`src/hdl/ifc_pkg.sv`:
```
// Functional notes
// - 16-bit counter counts gated input pulses, readable.
// - Counts input pulses up to 15 MHz.
// - Gate select picks 1, 4, 8 ms or unbounded.
// - Clear-start zero clears; one starts counting.
// - Start sets busy; busy drops when gate ends.
// - Gate timing from free-running 1 ms tick.
// - Counting begins at next tick after start.
// - Unbounded gate counts until selection changes.
// - Busy flag meaningless in unbounded mode.
// - Disabled counter pulls input pin to ground.
// - Control register: four write-only bits.
// - Four read-only digits, highest address most significant.
// - Read-only status shares control register address.
package ifc_pkg;

    localparam int          ADDR_W        = 8;
    localparam int          DATA_W        = 4;
    localparam int          COUNT_W       = 16;

    // Register offsets
    localparam logic [7:0]  CTRL_OFS      = 8'h28;
    localparam logic [7:0]  DIGIT0_OFS    = 8'h29;
    localparam logic [7:0]  DIGIT1_OFS    = 8'h2A;
    localparam logic [7:0]  DIGIT2_OFS    = 8'h2B;
    localparam logic [7:0]  DIGIT3_OFS    = 8'h2C;

    // Control field positions
    localparam int          CTRL_EN_BIT   = 3;
    localparam int          CTRL_CS_BIT   = 2;

    // Gate select codes
    localparam logic [1:0]  GATE_1MS      = 2'h0;
    localparam logic [1:0]  GATE_4MS      = 2'h1;
    localparam logic [1:0]  GATE_8MS      = 2'h2;
    localparam logic [1:0]  GATE_INF      = 2'h3;

    // Gate lengths in basic ticks
    localparam logic [3:0]  TICKS_1MS     = 4'h1;
    localparam logic [3:0]  TICKS_4MS     = 4'h4;
    localparam logic [3:0]  TICKS_8MS     = 4'h8;

    // Reset values
    localparam logic [3:0]  CTRL_RESET    = 4'h0;
    localparam logic [15:0] COUNT_RESET   = 16'h0000;

    // Basic tick timing
    localparam int          CLK_PERIOD_NS = 4;
    localparam int          TICK_TIME_NS  = 1000000;
    localparam int          TICK_CYCLES   = TICK_TIME_NS / CLK_PERIOD_NS;

    typedef struct packed {
        logic       enable;
        logic       clr_start;
        logic [1:0] gate_sel;
    } ctrl_t;

    typedef enum logic [3:0] {
        ST_IDLE = 4'b0001,
        ST_ARM  = 4'b0010,
        ST_GATE = 4'b0100,
        ST_HOLD = 4'b1000
    } state_t;

endpackage

```
`src/hdl/if_frequency_counter.sv`:
```
`timescale 1ns/10ps
`default_nettype none
module if_frequency_counter
    import ifc_pkg::*;
#(
    parameter int TICK_LEN = TICK_CYCLES
) (
    input  wire logic              CLK,
    input  wire logic              RST,
    input  wire logic [ADDR_W-1:0] ADDR,
    input  wire logic [DATA_W-1:0] WR_DATA,
    input  wire logic              WR_EN,
    input  wire logic              RD_EN,
    output logic      [DATA_W-1:0] RD_DATA,
    input  wire logic              IF_IN,
    output logic                   IF_OUT,
    output logic                   IF_OE_N
);

    localparam int TW = $clog2(TICK_LEN + 1);

    ////////////////////////////////////////////////////////////////////////
    // Declarations

    ctrl_t                ctrl_q;
    ctrl_t                wr_ctrl;
    state_t               state_q;
    logic [COUNT_W-1:0]   count_q;
    logic [TW-1:0]        tick_cnt_q;
    logic                 tick;
    logic [3:0]           gate_left_q;
    logic                 inf_closed_q;
    logic [2:0]           if_sync_q;
    logic                 if_rise;
    logic                 ctrl_wr;
    logic                 start_wr;
    logic                 close_wr;
    logic                 resume_wr;
    logic                 busy;
    logic [DATA_W-1:0]    rd_data_q;

    // Gate length in ticks for a finite select code
    function automatic logic [3:0] gate_len(input logic [1:0] sel);
        unique case (sel)
            GATE_4MS: gate_len = TICKS_4MS;
            GATE_8MS: gate_len = TICKS_8MS;
            default:  gate_len = TICKS_1MS;
        endcase
    endfunction

    ////////////////////////////////////////////////////////////////////////
    // Command decode

    // Control writes land at the shared address
    assign wr_ctrl   = ctrl_t'(WR_DATA);
    assign ctrl_wr   = WR_EN && (ADDR == CTRL_OFS);
    // Finite code while the unbounded gate is open closes it
    assign close_wr  = ctrl_wr && wr_ctrl.enable && wr_ctrl.clr_start
                       && (state_q == ST_GATE) && (ctrl_q.gate_sel == GATE_INF)
                       && (wr_ctrl.gate_sel != GATE_INF);
    // Unbounded code after such a close resumes without clearing
    assign resume_wr = ctrl_wr && wr_ctrl.enable && wr_ctrl.clr_start
                       && (state_q == ST_HOLD) && inf_closed_q
                       && (wr_ctrl.gate_sel == GATE_INF);
    // Any other enabled write with start set begins a fresh measurement, unless the unbounded gate is open
    assign start_wr  = ctrl_wr && wr_ctrl.enable && wr_ctrl.clr_start
                       && !close_wr && !resume_wr
                       && !((state_q == ST_GATE)
                            && (ctrl_q.gate_sel == GATE_INF));

    ////////////////////////////////////////////////////////////////////////
    // Control register, write only

    always_ff @(posedge CLK) begin
        if (RST) begin
            ctrl_q <= ctrl_t'(CTRL_RESET);
        end else if (ctrl_wr) begin
            ctrl_q <= wr_ctrl;
        end
    end

    ////////////////////////////////////////////////////////////////////////
    // Free-running basic tick, independent of software

    always_ff @(posedge CLK) begin
        if (RST) begin
            tick_cnt_q <= '0;
        end else if (tick) begin
            tick_cnt_q <= '0;
        end else begin
            tick_cnt_q <= tick_cnt_q + TW'(1);
        end
    end

    assign tick = (tick_cnt_q == TW'(TICK_LEN - 1));

    ////////////////////////////////////////////////////////////////////////
    // Input pin synchroniser and rising-edge detect

    always_ff @(posedge CLK) begin
        if (RST) begin
            if_sync_q <= 3'h0;
        end else begin
            if_sync_q <= {if_sync_q[1:0], IF_IN};
        end
    end

    // Third stage is the edge reference; first stage feeds only the second
    assign if_rise = if_sync_q[1] && !if_sync_q[2];

    ////////////////////////////////////////////////////////////////////////
    // Gate sequencer

    always_ff @(posedge CLK) begin
        if (RST) begin
            state_q <= ST_IDLE;
        end else if (ctrl_wr && (!wr_ctrl.enable || !wr_ctrl.clr_start)) begin
            state_q <= ST_IDLE;
        end else if (close_wr) begin
            state_q <= ST_HOLD;
        end else if (start_wr || resume_wr) begin
            state_q <= ST_ARM;
        end else begin
            unique case (state_q)
                ST_IDLE: state_q <= ST_IDLE;
                ST_ARM: begin
                    if (tick) begin
                        state_q <= ST_GATE;
                    end
                end
                ST_GATE: begin
                    if (tick && (ctrl_q.gate_sel != GATE_INF)
                        && (gate_left_q == 4'h1)) begin
                        state_q <= ST_HOLD;
                    end
                end
                ST_HOLD: state_q <= ST_HOLD;
            endcase
        end
    end

    // Ticks remaining in a finite gate
    always_ff @(posedge CLK) begin
        if (RST) begin
            gate_left_q <= 4'h0;
        end else if (state_q == ST_ARM && tick) begin
            gate_left_q <= gate_len(ctrl_q.gate_sel);
        end else if (state_q == ST_GATE && tick && gate_left_q != 4'h0) begin
            gate_left_q <= gate_left_q - 4'h1;
        end
    end

    // Remembers that the hold came from closing an unbounded gate
    always_ff @(posedge CLK) begin
        if (RST) begin
            inf_closed_q <= 1'b0;
        end else if (close_wr) begin
            inf_closed_q <= 1'b1;
        end else if (ctrl_wr) begin
            inf_closed_q <= 1'b0;
        end
    end

    // Busy covers arming and an open gate; unbounded mode makes it moot
    assign busy = (state_q == ST_ARM) || (state_q == ST_GATE);

    ////////////////////////////////////////////////////////////////////////
    // Pulse counter

    always_ff @(posedge CLK) begin
        if (RST) begin
            count_q <= COUNT_RESET;
        end else if (ctrl_wr && !wr_ctrl.clr_start) begin
            count_q <= COUNT_RESET;
        end else if (start_wr) begin
            count_q <= COUNT_RESET;
        end else if (state_q == ST_GATE && if_rise) begin
            count_q <= count_q + 16'h0001;
        end
    end

    ////////////////////////////////////////////////////////////////////////
    // Pin pull-down while disabled

    assign IF_OUT  = 1'b0;
    assign IF_OE_N = ctrl_q.enable;

    ////////////////////////////////////////////////////////////////////////
    // Read port: data one cycle after the strobe

    always_ff @(posedge CLK) begin
        if (RST) begin
            rd_data_q <= 4'h0;
        end else if (RD_EN) begin
            unique case (ADDR)
                CTRL_OFS:   rd_data_q <= {3'h0, busy};
                DIGIT0_OFS: rd_data_q <= count_q[3:0];
                DIGIT1_OFS: rd_data_q <= count_q[7:4];
                DIGIT2_OFS: rd_data_q <= count_q[11:8];
                DIGIT3_OFS: rd_data_q <= count_q[15:12];
                default:    rd_data_q <= 4'h0;
            endcase
        end else begin
            rd_data_q <= 4'h0;
        end
    end

    assign RD_DATA = rd_data_q;

    ////////////////////////////////////////////////////////////////////////
    // Assertions

    // Start and clear
    start_sets_busy_a: assert property (@(posedge CLK)
        disable iff (RST) start_wr |=> busy ##0 (count_q == 16'h0000))
        else $error("Start did not raise busy with a cleared count");

    clear_zeroes_a: assert property (@(posedge CLK)
        disable iff (RST) (ctrl_wr && !wr_ctrl.clr_start) |=>
            (count_q == 16'h0000) && !busy)
        else $error("Clear did not zero the counter");

    // Disable and control writes
    disable_idles_a: assert property (@(posedge CLK)
        disable iff (RST) (ctrl_wr && !wr_ctrl.enable) |=>
            (state_q == ST_IDLE) && !busy)
        else $error("Disable write left the gate running");

    ctrl_write_a: assert property (@(posedge CLK)
        disable iff (RST) ctrl_wr |=> (ctrl_q == $past(wr_ctrl)))
        else $error("Control write did not land");

    // Basic tick and gate timing
    tick_restart_a: assert property (@(posedge CLK)
        disable iff (RST) tick |=> (tick_cnt_q == TW'(0)))
        else $error("Tick counter did not restart after a tick");

    tick_step_a: assert property (@(posedge CLK)
        disable iff (RST) (!RST && !tick) |=>
            (tick_cnt_q == $past(tick_cnt_q) + TW'(1)))
        else $error("Tick counter skipped a cycle");

    gate_on_tick_a: assert property (@(posedge CLK)
        disable iff (RST) (state_q == ST_ARM && !ctrl_wr) |=>
            ((state_q == ST_GATE) == $past(tick)))
        else $error("Gate opened off the basic tick");

    // Finite and unbounded gates
    finite_gate_ends_a: assert property (@(posedge CLK)
        disable iff (RST) (state_q == ST_GATE && tick && !ctrl_wr
         && ctrl_q.gate_sel != GATE_INF && gate_left_q == 4'h1) |=>
            (state_q == ST_HOLD) && !busy)
        else $error("Finite gate did not close on its last tick");

    unbounded_stays_a: assert property (@(posedge CLK)
        disable iff (RST) (state_q == ST_GATE && !ctrl_wr
         && ctrl_q.gate_sel == GATE_INF) |=> (state_q == ST_GATE))
        else $error("Unbounded gate closed without a write");

    // Unbounded close and resume
    close_holds_a: assert property (@(posedge CLK)
        disable iff (RST) close_wr |=> (state_q == ST_HOLD) && !busy)
        else $error("Closing write did not hold the unbounded gate");

    resume_keeps_a: assert property (@(posedge CLK)
        disable iff (RST) resume_wr |=>
            (state_q == ST_ARM) && $stable(count_q))
        else $error("Resume did not rearm with the count kept");

    // Counting and hold
    pulse_counted_a: assert property (@(posedge CLK)
        disable iff (RST) (state_q == ST_GATE && if_rise && !ctrl_wr) |=>
            (count_q == $past(count_q) + 16'h0001))
        else $error("Gated input pulse not counted");

    closed_gate_stable_a: assert property (@(posedge CLK)
        disable iff (RST) (state_q != ST_GATE && !ctrl_wr) |=>
            $stable(count_q))
        else $error("Count changed outside the gate");

    // Pin pull-down
    pin_pulled_a: assert property (@(posedge CLK)
        disable iff (RST) !ctrl_q.enable |-> !IF_OE_N && !IF_OUT)
        else $error("Disabled input pin not pulled low");

    // Status read
    status_read_a: assert property (@(posedge CLK)
        disable iff (RST) (RD_EN && ADDR == CTRL_OFS) |=>
            (RD_DATA == {3'h0, $past(busy)}))
        else $error("Status read did not return busy");

    // Digit reads
    digit0_read_a: assert property (@(posedge CLK)
        disable iff (RST) (RD_EN && ADDR == DIGIT0_OFS) |=>
            (RD_DATA == $past(count_q[3:0])))
        else $error("Lowest digit read returned wrong nibble");

    digit1_read_a: assert property (@(posedge CLK)
        disable iff (RST) (RD_EN && ADDR == DIGIT1_OFS) |=>
            (RD_DATA == $past(count_q[7:4])))
        else $error("Second digit read returned wrong nibble");

    digit2_read_a: assert property (@(posedge CLK)
        disable iff (RST) (RD_EN && ADDR == DIGIT2_OFS) |=>
            (RD_DATA == $past(count_q[11:8])))
        else $error("Third digit read returned wrong nibble");

    top_digit_read_a: assert property (@(posedge CLK)
        disable iff (RST) (RD_EN && ADDR == DIGIT3_OFS) |=>
            (RD_DATA == $past(count_q[15:12])))
        else $error("Top digit read returned wrong nibble");

    // Unmapped and idle reads
    unmapped_read_a: assert property (@(posedge CLK)
        disable iff (RST)
            (RD_EN && (ADDR < CTRL_OFS || ADDR > DIGIT3_OFS)) |=>
            (RD_DATA == 4'h0))
        else $error("Unmapped read returned nonzero data");

    read_idle_a: assert property (@(posedge CLK)
        disable iff (RST) !RD_EN |=> (RD_DATA == 4'h0))
        else $error("Read data stood beyond its cycle");

    // Main scenarios
    finite_done_c: cover property (@(posedge CLK) disable iff (RST)
        (state_q == ST_GATE && ctrl_q.gate_sel == GATE_8MS) ##1
            (state_q == ST_HOLD));

    finite_1ms_c: cover property (@(posedge CLK) disable iff (RST)
        (state_q == ST_GATE && ctrl_q.gate_sel == GATE_1MS) ##1
            (state_q == ST_HOLD));

    clear_c: cover property (@(posedge CLK) disable iff (RST)
        (ctrl_wr && !wr_ctrl.clr_start) ##1 (count_q == COUNT_RESET));

    unbounded_close_c: cover property (@(posedge CLK) disable iff (RST)
        close_wr ##1 (state_q == ST_HOLD));

    resume_c: cover property (@(posedge CLK) disable iff (RST)
        resume_wr ##1 (state_q == ST_ARM));

endmodule
`default_nettype wire

```
`config.mk`:
```
export PLATFORM = sky130hd
export DESIGN_NAME = if_frequency_counter
export DESIGN_NICKNAME = d
export VERILOG_FILES = /design/src/hdl/ifc_pkg.sv /design/src/hdl/if_frequency_counter.sv
export SDC_FILE = /design/constraint.sdc
export NUM_CORES = 1
export LEC_CHECK = 0
export ABC_AREA = 1
export CAP_MARGIN = 10
export CORE_MARGIN = 1
export CORE_UTILIZATION = 65
export DETAILED_ROUTE_END_ITERATION = 7
export DONT_BUFFER_PORTS = 1
export PLACE_DENSITY = 0.81
export SLEW_MARGIN = 20
export SYNTH_ARGS = -nofsm -noshare
export SYNTH_HDL_FRONTEND = slang
export SYNTH_SLANG_ARGS = --single-unit
```
`constraint.sdc`:
```
create_clock -name CLK -period 2.3 [get_ports CLK]
set_input_delay 0.345 -clock CLK [delete_from_list [all_inputs] [get_ports CLK]]
set_output_delay 0.345 -clock CLK [all_outputs]
set_load 0.01 [all_outputs]
```
==> out/results.tsv, run 1 <==
stage	metric	value	unit
floorplanning	area of the die	4838	sq um
finish	Ant. Diodes	0	
synthesis	mux cell area share after synthesis	0	
status	result of the run	completed	
synthesis	flops & latches, synth	53	
critical_path	crit path to	tick_cnt_q[9]$_SDFF_PP0_	
sta	RSZ-0062 raised after global routing	false	
routing	DRT antenna net count	0	
place	routability cong.	0.9760	
synthesis	post-synthesis async set-or-reset flop share	0	
synthesis	Seq/Total Area, Yosys	0.3577	
finish	leading cell type in the layout, fill and taps excluded	nand2_1	
critical_path	crit path DAT	2030	ps
critical_path	FF-to-FF Start	tick_cnt_q[0]$_SDFF_PP0_	
critical_path	critical path type	reg2reg	
floorplanning	DIE WIDTH	69.56	um
grt	GRT overflow	0	
critical_path	critical path fanouts, max	18	
clock_tree	CTS clock-pin slew for the worst setup and hold paths	90	ps
synthesis	count of cell types in the netlist	41	
critical_path	r2r setup slk	480	ps
synthesis	syn nets	441	
sta	worst-margin pin slew	584.1	ps
routing	routed wl met3	285	um
synthesis	Simple-Gate Fraction of Synth Area	0.3404	
synthesis	area share of xor/xnor cells in the synthesized design	0.04429	
place	post-detail-place hpwl	4366	um
routing	Starting DRT DRC Count	187	
synthesis	compound-gate portion of the synthesized area	0.1164	
clock_tree	TritonCTS clock tree	built	
clock_tree	Skew-Pair Late Insertion Delay	310	ps
clock_tree	Sink Count	53	
sta	Worst Skew	6.517	ps
floorplanning	# rows	24	
routing	Remaining DRCs	0	
grt	vias in the first global route	2308	
critical_path	Startpoint Class	register	
finish	Syn-to-layout area delta	4.302	%
grt	gr usage total	0.2491	
synthesis	Mapped Cells	417	
sta	Max Transition Viols Final	0	
critical_path	Crit. Startpoint	tick_cnt_q[0]$_SDFF_PP0_	
synthesis	Synth Flop Type	dfxtp_1	
critical_path	worst r2r path cells	7	
sta	max_slew headroom	0.6097	
place	number of port buffers	0	
critical_path	WP data required	2510	ps
sta	share of the clock period used by the worst path	0.7915	
routing	wl on met1	2825	um
clock_tree	total CTS buffers	5	
synthesis	synth warn	0	
clock_tree	post-CTS resize count	0	
clock_tree	post-CTS setup buffer count	0	
clock_tree	CTS root buf	clkbuf_8	
finish	nets@finish	441	
routing	Top Metal Used	met4	
floorplanning	die height	69.56	um
routing	wire length per cell	12.34	um
synthesis	largest family of logic cells by synthesized area	simple AND/OR/NAND/NOR gates	
finish	proportion of layout cells with a drive suffix above 1	0.1244	
finish	most frequent cells in the layout	nand2_1, inv_1, dfxtp_1	
routing	Vias/cell	5.457	
routing	vias	2565	
routing	metal2 WL	2639	um
sta	Max Freq	0.5493	GHz
sta	Tmin final	1820	ps
sta	Final setup viols	0	
floorplanning	total core area	4384	sq um
power	P_leak	1.243	nW
min_path	Hold Crit Class	in2reg	
synthesis	synthesized area per cell	7.114	sq um
synthesis	Synth Area in Adders	0.02952	
routing	final WL	5801	um
critical_path	Worst setup EP type	register	
clock_tree	clk buf depth	2	
critical_path	RR Endpoint	tick_cnt_q[9]$_SDFF_PP0_	
synthesis	Post-synth EDFFs	0	
power	Tot Pwr	1.632	mW
power	PD cells	527.5	nW/um^2
routing	First-pass DRT Iterations	6	
clock_tree	CTS HTree Levels	2	
flow_run	Max Cap Viol	0	
sta	final hold vios	0	
grt	first-pass GRT wire length	9873	um
floorplanning	I/O pin total	23	
sta	Fin Setup TNS	0	ps
grt	pin count of the biggest net entering global routing	19	
grt	initial antenna violation count	0	
floorplanning	initial core utilization	0.6767	
clock_tree	CTS Hold Bufs	0	
power	Peak VDD IR	484.0	uV
synthesis	Post-Syn Area	2967	sq um
critical path: stages, from the launching register on:
cell     delay [ps]
dfxtp_1         380
ha_1            200
nand3_1         140
nor2_1          210
nand2_1         120
nand2_1         460
a21oi_1          80
o21a_1          130
worst min-delay path by stage:
stage | start | cells after the start | to
3_3_place_gp | if_sync_q[0]$_SDFF_PP0_ | 2 | if_sync_q[1]$_SDFF_PP0_
5_1_grt | RST | 1 | inf_closed_q$_SDFFE_PP0P_
3_5_place_dp | if_sync_q[0]$_SDFF_PP0_ | 2 | if_sync_q[1]$_SDFF_PP0_
2_1_floorplan | if_sync_q[0]$_SDFF_PP0_ | 2 | if_sync_q[1]$_SDFF_PP0_
6_report | RST | 1 | inf_closed_q$_SDFFE_PP0P_
4_1_cts | RST | 1 | gate_left_q[2]$_SDFFE_PP0P_
registers in the layout, indices dropped and copies added, names as in the netlist:
register	flops
IF_OE_N	1
RD_DATA	4
count_q	16
ctrl_q	2
gate_left_q	4
if_sync_q	3
inf_closed_q	1
state_q	4
tick_cnt_q	18
final cells by class:
type / count / area, sq um
Inverter: 73 / 274.0
Sequential cell: 53 / 1061
Clock inverter: 1 / 30.03
Multi-Input combinational cell: 284 / 1578
Fill cell: 358 / 1290
Clock buffer: 7 / 86.33
Tap cell: 52 / 65.06
power by group:
part           switching, mW  leakage (nW)  internal [mW]  total, mW
sequential           0.00330         0.428          0.923      0.927
combinational         0.0367         0.757         0.0138     0.0504
clock                  0.300        0.0585          0.355      0.655
total                  0.340          1.24           1.29       1.63
cell usage after synthesis, types with 3 or more instances:
cell / count / area [sq um]
o22ai_1: 3 / 18.77
nand4_1: 17 / 106.4
buf_2: 3 / 15.01
o21ai_0: 13 / 65.06
a21oi_2: 6 / 52.55
dfxtp_1: 53 / 1061
nor2_2: 7 / 43.79
a21oi_1: 29 / 145.1
inv_2: 11 / 41.29
o21ai_1: 5 / 25.02
xnor2_1: 3 / 26.28
ha_1: 7 / 87.58
nand2_1: 75 / 281.5
nor3b_1: 4 / 30.03
nor3_1: 8 / 40.04
inv_1: 62 / 232.7
nand3_1: 19 / 95.09
nor2_1: 45 / 168.9
nor3_2: 5 / 50.05
xor2_1: 12 / 105.1
per-stage QoR:
stage	util	cells	setup slack (ps)	cell area [sq um]	hold slack, ps
3_5_place_dp	0.6792	462	501.2	2978	402.8
5_1_grt	0.7058	470	237.4	3094	80.31
2_1_floorplan	-	417	792.5	2967	388.3
4_1_cts	0.7058	470	481.2	3094	91.45
3_3_place_gp	0.6792	462	563.9	2978	398.4
6_report	0.7058	470	479.6	3094	94.52
layer usage:
metal / up-vias / GRT usage
met4: 0 / 0.06803
met5: - / 0
met1: 1163 / 0.3315
met3: 6 / 0.04797
li1: 1324 / -
met2: 72 / 0.4132
logic make-up (layout without fill, tap and decap cells):
| logic type | count (synthesis) | after routing |
|---|---|---|
| AOI/OAI and AO/OA | 61 | 61 |
| xor gates and xnor gates | 15 | 15 |
| adders and majority gates | 7 | 7 |
| other | 1 | 1 |
| buffers and inverters | 80 | 81 |
| DFF | 53 | 53 |
| and+or+nand+nor | 200 | 200 |
Note: power is estimated with default switching activity, not from simulation.
==> inputs of run 2 (changes only) <==
- CORE_UTILIZATION: 65 -> 63
- PLACE_DENSITY: 0.81 -> 0.79
- clock period: 2.3 -> 1.9 ns (I/O delays scaled with it)
==> run 2 against run 1 <==
The run now ends with design-rule violations left. Sequential cell count is the same. Combinational power grew 26%. Critical path depth grew 2. Global-route usage shrank 1.4 points. Non-clock buffer count grew 3. Sequential power grew 21%. Register-to-register slack lost 230 ps. Critical endpoint is now tick_cnt_q[16]$_SDFF_PP0_. Largest power group unchanged. Highest routed layer unchanged.
==> out/results.tsv, run 2 (synthesized netlist as in run 1, its figures left out) <==
stage	metric	value	unit
status	result of the run	finished with violations	
status	failing checks	design-rule violations	
floorplanning	DIE WIDTH	70.62	um
sta	Fin Setup TNS	0	ps
sta	final hold vios	0	
min_path	Hold Crit Class	in2reg	
clock_tree	CTS HTree Levels	2	
floorplanning	# rows	24	
floorplanning	I/O pin total	23	
place	routability cong.	0.9253	
critical_path	crit path DAT	1850	ps
clock_tree	CTS Hold Bufs	0	
sta	setup ws final	245.7	ps
clock_tree	total CTS buffers	5	
finish	Final Cell Area	3090	sq um
sta	RSZ-0062 raised after global routing	false	
finish	proportion of layout cells with a drive suffix above 1	0.1330	
floorplanning	initial core utilization	0.6675	
grt	gr usage total	0.2354	
grt	initial antenna violation count	0	
critical_path	critical path type	reg2reg	
finish	largest reg by FF count	tick_cnt_q	
power	P_leak	1.244	nW
sta	Max Freq	0.6045	GHz
power	Peak VDD IR	659.5	uV
sta	Worst Skew	7.003	ps
grt	pin count of the biggest net entering global routing	18	
grt	GRT overflow	0	
clock_tree	Skew-Pair Late Insertion Delay	300	ps
finish	biggest regs	tick_cnt_q: 18 flops, count_q: 16 flops	
clock_tree	post-CTS setup buffer count	0	
finish	footprint of the multi-input gates	1578	sq um
routing	vias	2530	
finish	leading cell type in the layout, fill and taps excluded	nand2_1	
clock_tree	Sink Count	53	
routing	final WL	5656	um
routing	DRT antenna net count	0	
finish	most frequent cells in the layout	nand2_1, inv_1, dfxtp_1	
floorplanning	area of the die	4987	sq um
critical_path	critical path fanouts, max	4	
finish	number of flip-flops in the largest register	18	
sta	Tmin final	1654	ps
clock_tree	TritonCTS clock tree	built	
finish	Ant. Diodes	0	
sta	Final setup viols	0	
floorplanning	total core area	4444	sq um
routing	First-pass DRT Iterations	7	
critical_path	WP data required	2100	ps
place	pre-CTS setup slack	243.2	ps
critical_path	r2r setup slk	250	ps
critical_path	Startpoint Class	register	
power	PD cells	585.8	nW/um^2
place	Area after DPL	3000	sq um
clock_tree	CTS root buf	clkbuf_8	
routing	Remaining DRCs	4	
finish	Sequential Area	1061	sq um
grt	vias in the first global route	2252	
grt	first-pass GRT wire length	9522	um
finish	nets@finish	444	
sta	share of the clock period used by the worst path	0.8707	
finish	number of fill cells	372	
floorplanning	die height	70.62	um
clock_tree	post-CTS resize count	0	
finish	Syn-to-layout area delta	4.175	%
place	number of port buffers	0	
critical_path	Worst setup EP type	register	
flow_run	Max Cap Viol	0	
sta	Max Transition Viols Final	0	
routing	wire length per cell	11.96	um
clock_tree	CTS clock-pin slew for the worst setup and hold paths	90	ps
place	post-detail-place hpwl	4427	um
routing	Vias/cell	5.349	
routing	Starting DRT DRC Count	201	
clock_tree	clk buf depth	2	
==> run 2: cell types whose count changed in the layout (fill, tap and decap cells not counted), sizes merged <==
cell,previous run,this run
inv,73,74
clkinv,0,1
clkinvlp,0,1
bufinv,1,0
clkbuf,7,5
buf,0,3
==> run 2: worst max-delay path, stage by stage (launching register included) <==
cell and delay [ps]:
dfxtp_1 380, ha_1 200, nand3_1 140, nor2_2 160, nand2_1 120, nor2_2 130
nand3_1 120, nor2_1 140, xnor2_1 130, nor2_1 50
==> run 2: cell type report <==
cell class	instances	share of cell area
timing repair buffer	3	0.007287
inverter	73	0.08866
multi-input combinational	284	0.5105
tap	52	0.02105
clock inverter	3	0.006883
sequential	53	0.3433
clock buffer	5	0.02227
==> run 2: stage by stage <==
step,power (mW),hold WS (ps),utilization,std cells
5_1_grt,1.894,14.43,0.6954,473
3_5_place_dp,1.212,358.2,0.6751,465
3_3_place_gp,1.209,355.8,0.6751,465
4_1_cts,1.829,33.04,0.6954,473
6_report,1.811,40.33,0.6954,473
2_1_floorplan,1.207,388.3,-,417
==> run 2: layer usage <==
metal / part of all wire / global-route usage / wire (um) / vias to the layer above
met5: 0 / 0 / 0 / -
met4: 0.0069 / 0.03556 / 39 / 0
met3: 0.055 / 0.05840 / 311 / 6
met2: 0.43 / 0.3732 / 2456 / 66
met1: 0.50 / 0.3336 / 2849 / 1122
li1: - / - / - / 1336
==> run 2: power breakdown <==
part / leakage [nW] / internal [mW] / switching, mW
Clock: 0.0445 / 0.262 / 0.363
Sequential: 0.428 / 1.12 / 0.00432
Combinational: 0.772 / 0.0190 / 0.0447
Total: 1.24 / 1.40 / 0.412
==> run 2: worst paths after layout <==
path              depth (start not counted)                          end                     start
hold reg to reg                           2      if_sync_q[1]$_SDFF_PP0_   if_sync_q[0]$_SDFF_PP0_
setup / recovery                          9    tick_cnt_q[16]$_SDFF_PP0_  tick_cnt_q[0]$_SDFF_PP0_
hold / removal                            1  gate_left_q[2]$_SDFFE_PP0P_                       RST
setup reg to reg                          9    tick_cnt_q[16]$_SDFF_PP0_  tick_cnt_q[0]$_SDFF_PP0_
==> inputs of run 3 (changes only) <==
- RECOVER_POWER: default -> 50
- SETUP_SLACK_MARGIN: default -> 0.02
==> run 3 against run 2 <==
The run still ends with design-rule violations left. Worst setup slack lost 53 ps. Via count shrank 0.51%. Clock power about the same. Global-route usage stayed put. Sequential cell count unchanged. Final area is 1.2% lower. First-iteration DRC count rose by 2.5%. Total power decreased by 0.25%. Clock-buffer cell count stayed put. Critical path type unchanged. Highest routed layer unchanged.
==> out/results.tsv, run 3 (synthesized netlist as in run 1, its figures left out) <==
stage	metric	value	unit
sta	Fin Setup TNS	0	ps
sta	setup ws final	192.5	ps
clock_tree	total CTS buffers	5	
clock_tree	post-CTS setup buffer count	0	
critical_path	WP data required	2100	ps
critical_path	critical path fanouts, max	4	
sta	final hold vios	0	
min_path	hold path depth	1	
grt	GRT overflow	0	
routing	final WL	5683	um
clock_tree	Sink Count	53	
finish	Ant. Diodes	0	
finish	Syn-to-layout area delta	2.952	%
status	failing checks	design-rule violations	
critical_path	Cell Chain, Critical Path	ha_1 > nand3_1 > nor2_1 > nand2_1 > nor2_2 > nand3_1 > nor2_1 > xnor2_1 > nor2_1	
critical_path	CP max stage cell	dfxtp_1	
critical_path	RR Endpoint	tick_cnt_q[16]$_SDFF_PP0_	
clock_tree	Skew-Pair Late Insertion Delay	300	ps
critical_path	worst r2r path cells	9	
power	Tot Pwr	1.806	mW
power	switch share	0.2258	
power	Flop pwr share	0.621	
floorplanning	area of the die	4987	sq um
clock_tree	CTS HTree Levels	2	
floorplanning	die height	70.62	um
critical_path	CP most frequent cell	nor2_1	
power	Peak VDD IR	657.8	uV
critical_path	Startpoint Class	register	
sta	Tmin final	1707	ps
power	Comb pwr share	0.034	
place	Placed Cells	465	
routing	wire length per cell	12.01	um
floorplanning	DIE WIDTH	70.62	um
place	post-detail-place hpwl	4427	um
clock_tree	CTS root buf	clkbuf_8	
floorplanning	I/O pin total	23	
finish	number of flip-flops in the largest register	18	
finish	Post-Route Utilization	0.6872	
floorplanning	initial core utilization	0.6675	
finish	nets@finish	444	
flow_run	Max Cap Viol	0	
power	switching power	0.4078	mW
routing	First-pass DRT Iterations	7	
finish	leading cell type in the layout, fill and taps excluded	nand2_1	
clock_tree	CTS Hold Bufs	0	
sta	Final setup viols	0	
finish	biggest regs	tick_cnt_q: 18 flops, count_q: 16 flops	
grt	pin count of the biggest net entering global routing	18	
critical_path	crit path DAT	1910	ps
grt	initial antenna violation count	0	
critical_path	critical path type	reg2reg	
finish	Final Cell Area	3054	sq um
finish	number of fill cells	382	
place	number of port buffers	0	
finish	non-filler cells, final	473	
floorplanning	# rows	24	
critical_path	Max stage delay on crit path	380	ps
min_path	Hold Crit Class	in2reg	
place	Area after DPL	3000	sq um
routing	Starting DRT DRC Count	206	
sta	Worst Skew	7.140	ps
power	Pint	1.398	mW
min_path	Hold Crit Start	RST	
critical_path	r2r setup slk	190	ps
critical_path	FF-to-FF Start	tick_cnt_q[0]$_SDFF_PP0_	
power	P_leak	1.225	nW
routing	vias	2517	
sta	RSZ-0062 raised after global routing	false	
place	pre-CTS setup slack	243.2	ps
sta	Max Transition Viols Final	0	
clock_tree	clk buf depth	2	
grt	gr usage total	0.2354	
finish	most frequent cells in the layout	nand2_1, inv_1, dfxtp_1	
power	clock share of power	0.345	
routing	DRT antenna net count	0	
routing	Remaining DRCs	4	
finish	footprint of the multi-input gates	1545	sq um
floorplanning	total core area	4444	sq um
status	result of the run	finished with violations	
critical_path	Worst setup EP type	register	
sta	Max Freq	0.5857	GHz
place	routability cong.	0.9253	
grt	vias in the first global route	2252	
power	PD cells	591.3	nW/um^2
clock_tree	post-CTS resize count	0	
sta	share of the clock period used by the worst path	0.8987	
grt	first-pass GRT wire length	9522	um
clock_tree	TritonCTS clock tree	built	
min_path	hold path endpoint	gate_left_q[2]$_SDFFE_PP0P_	
clock_tree	CTS clock-pin slew for the worst setup and hold paths	90	ps
finish	Sequential Area	1061	sq um
routing	Vias/cell	5.321	
finish	proportion of layout cells with a drive suffix above 1	0.1116	
finish	largest reg by FF count	tick_cnt_q	
sta	hold_ws	39.10	ps
run 3: changes by cell type in the layout (fill, tap and decap cells not counted), sizes merged:
| cell | previous run | this run |
|---|---|---|
| buf | 3 | 2 |
| clkbuf | 5 | 6 |
run 3: routing by layer:
metal | wire length (um) | share of wire | global-route usage | vias up
met5 | 0 | 0 | 0 | -
li1 | - | - | - | 1335
met4 | 16 | 0.0028 | 0.03556 | 0
met3 | 318 | 0.056 | 0.05840 | 2
met2 | 2514 | 0.44 | 0.3732 | 68
met1 | 2834 | 0.50 | 0.3336 | 1112
run 3: how the worst max path moves through the flow:
| stage | start | endpoint | slack, ps | depth (start not counted) |
|---|---|---|---|---|
| after floorplan | tick_cnt_q[0]$_SDFF_PP0_ | tick_cnt_q[16]$_SDFF_PP0_ | 410 | 9 |
| after CTS | tick_cnt_q[0]$_SDFF_PP0_ | tick_cnt_q[16]$_SDFF_PP0_ | 240 | 9 |
| after detailed placement | ADDR[7] | count_q[11]$_SDFFE_PP0P_ | 240 | 11 |
| after global placement | ADDR[6] | count_q[10]$_SDFFE_PP0P_ | 300 | 11 |
| after global routing | tick_cnt_q[0]$_SDFF_PP0_ | tick_cnt_q[16]$_SDFF_PP0_ | 60 | 9 |
| final | tick_cnt_q[0]$_SDFF_PP0_ | tick_cnt_q[16]$_SDFF_PP0_ | 190 | 9 |
run 3: power groups by stage:
stage	sequential, mW	clock (mW)	combinational, mW
3_5_place_dp	1.15	0	0.0636
6_report	1.12	0.623	0.0608
4_1_cts	1.12	0.643	0.0638
2_1_floorplan	1.15	0	0.0602
5_1_grt	1.12	0.699	0.0691
3_3_place_gp	1.15	0	0.0619
run 3: cell type report:
class / instances / share of cell area
well taps: 52 / 0.02130
clock buffers: 5 / 0.02253
repair buffers: 3 / 0.006145
flip-flops and latches: 53 / 0.3474
clock inverters: 3 / 0.006964
inverters: 73 / 0.08972
multi-input cells: 284 / 0.5059
run 3: critical path, delay by kind of cell (launching register included):
family | cells | cell delay (ps)
adder cells (fa/ha/maj) | 1 | 200
AND/OR/NAND/NOR | 7 | 910
XOR/XNOR | 1 | 130
flip-flops | 1 | 380
